### config.mk
export PLATFORM = sky130hd
export DESIGN_NAME = rtc_top
export DESIGN_NICKNAME = d
export VERILOG_FILES = /design/src/rtc_pkg.sv /design/src/rtc_cmp_if.sv /design/src/rtc_thresh_cmp.sv /design/src/rtc_top.sv
export SDC_FILE = /design/constraint.sdc
export NUM_CORES = 1
export LEC_CHECK = 0
export BUFFER_PORTS_ARGS = -buffer_cell sky130_fd_sc_hd__buf_2
export CAP_MARGIN = 40
export CORE_MARGIN = 2
export CORE_UTILIZATION = 49
export CTS_CLUSTER_DIAMETER = 150
export CTS_CLUSTER_SIZE = 8
export DETAILED_ROUTE_END_ITERATION = 16
export PLACE_DENSITY = 0.9
export SLEW_MARGIN = 20
export SYNTH_ARGS = -nofsm -noshare
export SYNTH_HDL_FRONTEND = slang
export SYNTH_HIERARCHICAL = 1
export SYNTH_SLANG_ARGS = --single-unit
### constraint.sdc
create_clock -name clock -period 2.3 [get_ports clock]
set_input_delay 0.46 -clock clock [delete_from_list [all_inputs] [get_ports clock]]
set_output_delay 0.46 -clock clock [all_outputs]
set_load 0.01 [all_outputs]
### src/rtc_pkg.sv
package rtc_pkg;
    // Register offsets on the serial register interface
    localparam logic [6:0]  TARGET_OFS       = 7'h28;
    localparam logic [6:0]  THRESH_OFS       = 7'h29;
    // Threshold field position inside its register
    localparam int          THRESH_LSB       = 8;
    localparam int          THRESH_MSB       = 22;
    localparam int          THRESH_W         = 15;
    // Reset values
    localparam logic [31:0] TARGET_RST       = 32'h0000_0000;
    localparam logic [14:0] THRESH_RST       = 15'h0000;
    // Ramp mode that positions toward the target
    localparam logic [1:0]  RAMP_POSITIONING = 2'h0;

    // All state of the top module
    typedef struct packed {
        logic [31:0] target;      // Target position
        logic [14:0] thresh;      // Commutation velocity threshold
        logic        start;       // Positioning move start pulse
        logic        active;      // Automatic commutation engaged
        logic [31:0] pos_value;   // Position fed back to actual position
        logic [31:0] min_vel;     // Minimum step velocity while engaged
        logic [31:0] rdata;       // Read data
    } rtc_state_s;
endpackage : rtc_pkg

### src/rtc_cmp_if.sv
`timescale 1ns/1ps
// Threshold comparison signals between top and comparator
interface rtc_cmp_if;
    logic [31:0] velocity;   // Signed actual velocity
    logic [14:0] thresh;     // Stored threshold field
    logic        reached;    // Threshold enabled and reached
    modport top (output velocity, output thresh, input reached);
    modport cmp (input velocity, input thresh, output reached);
endinterface : rtc_cmp_if

### src/rtc_thresh_cmp.sv
`timescale 1ns/1ps
// Compares velocity magnitude with the threshold field
module rtc_thresh_cmp (
    rtc_cmp_if.cmp cmp
);
    logic [31:0] magnitude;   // Absolute value of the velocity

    // Magnitude of a signed velocity
    always_comb
    begin
        if (cmp.velocity[31])
        begin
            magnitude = 32'h0000_0000 - cmp.velocity;
        end
        else
        begin
            magnitude = cmp.velocity;
        end
    end

    // Bits 7:0 take no part; any set bit in 31:23 always exceeds the field
    always_comb
    begin
        if (cmp.thresh == 15'h0000)
        begin
            cmp.reached = 1'b0;
        end
        else
        begin
            cmp.reached = (magnitude[31:23] != 9'h000)
                || (magnitude[22:8] >= cmp.thresh);
        end
    end
endmodule : rtc_thresh_cmp

### src/rtc_top.sv
`timescale 1ns/1ps
// Operation
// - target write in mode zero starts move
// - target is 32 bits, wraps freely
// - target rewrite starts new acceleration phase
// - zero threshold keeps commutation off
// - engage at magnitude >= threshold >= 256
// - engaging triggers high-velocity threshold actions
// - only bits 22:8 stored and compared
// - only with internal ramp generator driving
// - never in external step/direction mode
// - commutated position fed back to counter
// - threshold velocity is minimum step rate
module rtc_top (
    input  wire logic        clock,            // System clock
    input  wire logic        nrst,             // Async reset, active low
    input  wire logic        ce,               // Clock enable
    input  wire logic        wr_en,            // Register write strobe
    input  wire logic        rd_en,            // Register read strobe
    input  wire logic [6:0]  addr,             // Register address
    input  wire logic [31:0] wdata,            // Write data
    output logic      [31:0] rdata,            // Read data
    input  wire logic [1:0]  ramp_mode_select, // Ramp mode
    input  wire logic        internal_ramp,    // Ramp generator drives motor
    input  wire logic        step_dir_mode,    // External step/dir input mode
    input  wire logic [31:0] actual_velocity,  // Signed actual velocity
    input  wire logic [31:0] commutated_pos,   // Sensorless position
    output logic      [31:0] target_position,  // Target position
    output logic      [14:0] commutation_velocity_threshold, // Field
    output logic             move_start,       // Positioning start pulse
    output logic             commutation_active, // Auto commutation on
    output logic             high_velocity_threshold_act, // Same actions
    output logic             position_load,    // Load actual position
    output logic      [31:0] position_value,   // Value to load
    output logic      [31:0] min_step_velocity // Minimum step rate
);
    rtc_pkg::rtc_state_s state;      // Registered state
    rtc_pkg::rtc_state_s next_state; // Next state
    rtc_cmp_if           cmp_bus (); // Comparator link
    logic                wr_target;  // Write hits target register
    logic                wr_thresh;  // Write hits threshold register
    logic                allowed;    // Operating mode permits commutation

    // Threshold comparator
    rtc_thresh_cmp u_cmp (
        .cmp (cmp_bus.cmp)
    );

    assign cmp_bus.velocity = actual_velocity;
    assign cmp_bus.thresh   = state.thresh;
    assign wr_target = wr_en && (addr == rtc_pkg::TARGET_OFS);
    assign wr_thresh = wr_en && (addr == rtc_pkg::THRESH_OFS);
    assign allowed = internal_ramp && !step_dir_mode;

    // Next-state logic
    always_comb
    begin
        next_state       = state;
        next_state.start = 1'b0;
        if (wr_target)
        begin
            next_state.target = wdata;
            next_state.start  = (ramp_mode_select
                == rtc_pkg::RAMP_POSITIONING);
        end
        if (wr_thresh)
        begin
            next_state.thresh = wdata[rtc_pkg::THRESH_MSB:
                                      rtc_pkg::THRESH_LSB];
        end
        // Engage when allowed and threshold reached
        next_state.active    = allowed && cmp_bus.reached;
        next_state.pos_value = commutated_pos;
        next_state.min_vel   = {9'h000, state.thresh, 8'h00};
        // Register read path
        if (rd_en)
        begin
            case (addr)
                rtc_pkg::TARGET_OFS:
                begin
                    next_state.rdata = state.target;
                end
                rtc_pkg::THRESH_OFS:
                begin
                    next_state.rdata = {9'h000, state.thresh, 8'h00};
                end
                default:
                begin
                    next_state.rdata = 32'h0000_0000;
                end
            endcase
        end
    end

    // State register
    always_ff @(posedge clock or negedge nrst)
    begin
        if (!nrst)
        begin
            state.target    <= rtc_pkg::TARGET_RST;
            state.thresh    <= rtc_pkg::THRESH_RST;
            state.start     <= 1'b0;
            state.active    <= 1'b0;
            state.pos_value <= 32'h0000_0000;
            state.min_vel   <= 32'h0000_0000;
            state.rdata     <= 32'h0000_0000;
        end
        else if (ce)
        begin
            state <= next_state;
        end
    end

    // Outputs
    assign rdata                          = state.rdata;
    assign target_position                = state.target;
    assign commutation_velocity_threshold = state.thresh;
    assign move_start                     = state.start;
    assign commutation_active             = state.active;
    assign high_velocity_threshold_act    = state.active;
    assign position_load                  = state.active;
    assign position_value                 = state.pos_value;
    assign min_step_velocity              = state.min_vel;
endmodule : rtc_top

# --- Word-level counts from Yosys, hierarchy flattened ---
# Index checks and enable logic that the tools add are counted.
word_totals:
  ff_bits: 128
  in_bits: 112
  out_inout_bits: 147
classes:
  n_addsub: 1
  n_lt_le_gt_ge: 1
  n_eq_ne: 2
  n_mux: 4
  n_reduce_logical: 12
ops:
  columns: ["op", "n"]
  rows:
  - ["one-hot mux 32 bit (2 select lines)", 1]
  - ["two-way mux 32 bit", 1]
  - ["subtractor 1 x 32 -> 32 bit, first input constant", 1]
  - [">= comparator 15 bit", 1]
  - ["logical NOT 15 bit", 1]
  - ["== test 7 x 6 -> 1 bit, second input constant", 2]
  - ["nonzero test 9 bit", 1]
  - ["AND reduction 2 bit", 3]
  - ["logical AND 1 bit", 4]
  - ["logical NOT 2 bit", 1]
  - ["two-way mux 1 bit", 2]
  - ["logical NOT 1 bit", 1]
  - ["logical OR 1 bit", 1]

# --- Depth between registers and ports, before layout ---
logic_depth:
  ltp_word: 6
  depth_mapped: 13
  depth_no_buf: 13

# --- Hierarchy ---
# Netlist, hierarchy kept.
modules_own_cells:
  columns: ["mod", "n_inst", "cells_each", "area_per_inst_um2", "seq_area_each_um2"]
  rows:
  - ["rtc_top", 1, 391, 5358.9, 3203.1]
  - ["rtc_thresh_cmp", 1, 140, 991.0, 0.0]

# --- Least setup slack after synthesis ---
# OpenSTA, ideal clock, no wires.
synth_timing:
  path_kind: "input-to-reg"
  from: "input port actual_velocity[7]"
  to: "register state, in the netlist commutation_active"
  setup_ps: 140
  arrival_time_ps: 2869
  slack_ps: -709
  cell_stages: 13
  n_path_buf: 0
  path_cell_list: "nor4_4 > nand4_1 > o31ai_1 > xnor2_1 > ha_1 > and3_1 > a211oi_1 > o211ai_1 > a211oi_1 > nand3_1 > o31a_1 > nand4b_1 > o21ai_0"
synth_between:
  elab_chain_len: 6
synth_rtl:
  columns: ["item", "line", "text"]
  rows:
  - ["start: declaration", "rtc_top.sv:26", "input wire logic [31:0] actual_velocity,"]
  - ["subtractor 1 x 32 -> 32 bit (*)", "rtc_thresh_cmp.sv:13", "magnitude = 32'h0000_0000 - cmp.velocity;"]
  - ["two-way mux 32 bit (*)", "rtc_thresh_cmp.sv:11", "if (cmp.velocity[31])"]
  - [">= comparator 15 bit / nonzero test 9 bit (equally long branches)", "rtc_thresh_cmp.sv:31, rtc_thresh_cmp.sv:30", null]
  - ["logical OR 1 bit (*)", "rtc_thresh_cmp.sv:31", "|| (magnitude[22:8] >= cmp.thresh);"]
  - ["two-way mux 1 bit (*)", "rtc_thresh_cmp.sv:24", "if (cmp.thresh == 15'h0000)"]
  - ["via cmp_bus.reached", "rtc_cmp_if.sv:6", "logic reached;"]
  - ["logical AND 1 bit (*)", "rtc_top.sv:72", "next_state.active = allowed && cmp_bus.reached;"]
  - ["end signal: assignment", "rtc_top.sv:110", "state <= next_state;"]
  - ["end: declaration", "rtc_top.sv:37", "rtc_pkg::rtc_state_s state;"]
# The timed path passes the listed nets; every way through them passes the cells marked *.
# A chain may end at the register's enable or synchronous reset.

# --- Worst setup path after layout ---
layout_timing:
  from: "input port actual_velocity[2]"
  to: "register state, in the netlist commutation_active"
# Same word-level chain as after synthesis.

==> summary.txt <==
Avg Cell Area, Syn = 12.0 sq um
Worst path most repeated cell = a211oi_2
Leading cell type by number of instances after synthesis = dfrtp_1
Core area = 12600 sq um
CTS tree = done
Total leakage power = 4.46 nW
Area Growth Syn to Fin = 34.6%
Die H = 118 microns
Port bufs = 241
CTS max path bufs = 2
Cell variety after synth = 57
Crit-path cells = buf_6 -> nor4_4 -> nand4_1 -> buf_4 -> o21ai_2 -> xnor2_1 -> ha_1 -> and3_4 -> a211oi_2 -> o211ai_1 -> a211oi_2 -> nand3_1 -> o31a_1 -> nand4b_1 -> o21ai_1
Detail Route Antenna Nets = 0
Routed vias = 5096
Cell taking the most area after synthesis = dfrtp_1
#FFs+latches synth = 128
Sink Count = 128
WP buf/inv = 2
Final std cells w/o fill = 988
Tcrit/Tclk final = 1.19
Compound-Gate Fraction of Synth Area = 0.0723
Largest cells by area after synthesis = dfrtp_1 50%, mux2_2 14%, buf_4 4.1%
Clock latency on the worst-skew pair = 410 ps
Share of layout cells above drive strength 1 = 0.536
Endpoints failing setup = 1
Yosys top cell area share = 0.504
Diodes inserted = 0
Ys flop type = dfrtp_1
Drt drc = 0
Vias in the first global route = 5324
Slew Limit Fails = 0
Commonest cells in the netlist = 128 x dfrtp_1, 81 x mux2_2, 64 x nand2_1
Initial antenna violation count = 0
Slowest stage delay, CP = 300 ps
Worst Hold Class = in -> reg
Crit. End Element = flop
# rows = 41
Nets = 933
Warnings, synthesis = 6
Routed Wire Length = 16400 microns
Crit path max fanout = 3
RePlAce Congestion = 0.877
Minimum clock period = 2730 ps
Critical path class = in -> reg
Final worst slack = -428 ps
Number of synthesized flops with an enable pin = 0
Vias per cell = 5.16
Worst Reg-to-Reg Cells = 10
Largest delay share family, worst path = compound AO/OA/AOI/OAI gates
Placed insts = 955
Die width = 118 microns
Cell depth of the worst setup path = 15
Status = finished, violations left
Clock Skew = 7.33 ps
Ys async rst share = 1.00
First-pass GRT wire length = 26600 microns
Failing checks = negative setup slack
I/O pin count = 259
Starting Density = 0.503
Largest net degree at the start of global routing = 54
Post-synthesis xor/xnor area fraction = 0.0207
CTS Buf Count = 17
Cell count after synthesis = 531
Fin. Hold Viols = 0
Clock-pin slew on the worst setup and hold paths = 60 ps
Violation count after the first detailed-route iteration = 246
Synth Cell Area = 6350 sq um
CP Launch Type = primary input
P per Cell Area = 687 nW/um^2
Die ar. = 13900 sq um
Overall power = 5.87 mW
Worst Hold Depth = 2
Post-synthesis simple-gate area fraction = 0.0975
Post-Synth Adder-Cell Area = 0.0296
Final TNS setup = -428 ps
Largest family of logic cells by synthesized area = multiplexers
RSZ-0062 raised after global routing = yes
Mux share of post-synthesis cell area = 0.199
GR Util All Layers = 0.242
Drt first pass iters = 4
Slowest cell on crit path = nor4_4
Wire per inst = 16.6 microns
H-tree depth = 4
Worst EP arrival = 3010 ps
Worst VDD drop = 0.000576 V
Post-DP HPWL = 12400 microns
Clock root buffer = clkbuf_16
Fmax = 367 MHz
Critical path required time = 2580 ps
Gr ovfl total = 0
Max Cap Viol = 0
Sequential cell area fraction in the yosys report = 0.504
==> final timing paths <==
path                                                   start                   to  slack [ps]
min in group asynchronous                               nrst            rdata[30]         560
hold / removal                                     wdata[29]  target_position[29]         280
max in group asynchronous                               nrst   position_value[13]        1080
hold reg to reg                                     rdata[9]             rdata[9]         470
setup reg to reg           commutation_velocity_threshold[4]   commutation_active         160
setup / recovery                          actual_velocity[2]   commutation_active        -430
==> worst register-to-register path: stages (launching register included) <==
cell	delay, ps
dfrtp_1	340
inv_1	60
ha_1	330
a21o_1	180
a211oi_2	200
o211ai_1	140
a211oi_2	220
nand3_1	90
o31a_1	290
nand4b_1	90
o21ai_1	80
==> placed cells by master (no fill, tap or decap), drive strengths merged, types with 2 or more instances in the layout <==
master and count:
and3 2, nor2 8, mux2i 17, mux2 94
a211oi 3, a21oi 4, nand2b 2, a21o 3
conb 17, nor4 11, nand2 65, nand3 4
clkbuf 23, o21ai 27, bufinv 2, inv 19
o31ai 18, clkinv 3, nor3 6, o41a 2
dfrtp 128, nand4 6, xnor2 14, buf 297
ha 15, a31oi 2, o211ai 2
==> flip-flops by register name, indices dropped and copies added (netlist names) <==
register	cells
target_position	32
move_start	1
commutation_active	1
min_step_velocity	15
commutation_velocity_threshold	15
position_value	32
rdata	32
==> routing by layer <==
layer | up-vias | share of wire | track usage
met1 | 2474 | 0.40 | 0.290
met2 | 216 | 0.52 | 0.419
met4 | 0 | 0.021 | 0.0904
li1 | 2375 | - | -
met5 | - | 0 | 0
met3 | 31 | 0.062 | 0.0635
==> power breakdown <==
group	total [mW]	switching [mW]	internal [mW]	leakage, nW
logic	0.836	0.433	0.403	2.48
clock network	2.60	0.913	1.69	0.281
registers	2.43	0.0663	2.37	1.70
total	5.87	1.41	4.46	4.46
==> cell type report <==
type                       count  area (sq um)
tap                          172           215
clock inverter                 6          82.6
timing repair buffer         298          1690
fill                         926          4070
sequential                   128          3200
clock buffer                  23           488
multi-input combinational    342          2800
inverter                      19          71.3
==> timing repair <==
action,in CTS,in global routing
setup buffers,2,1
hold buffers,1,0
gates cloned,0,0
endpoints found under the hold margin,12,0
endpoints found under the setup margin,1,1
gates resized for setup,15,6
pin swaps,11,12
==> through the flow <==
step	area (sq um)	setup slack (ps)	util	hold slack (ps)
after detailed placement	7860	-1080	0.622	430
final	8550	-428	0.677	282
after CTS	8520	-463	0.675	269
after global routing	8550	-609	0.677	272
after floorplan	6410	-682	-	164
after global placement	7860	-978	0.622	425
==> cell families after synthesis <==
logic type,count (synthesis)
other,1
AO/OA/AOI/OAI,70
multiplexers,111
adder cells (fa/ha/maj),15
XOR/XNOR,15
AND/OR/NAND/NOR,114
flip-flops,128
buffers and inverters,77
(Power assumes the default switching activity.)
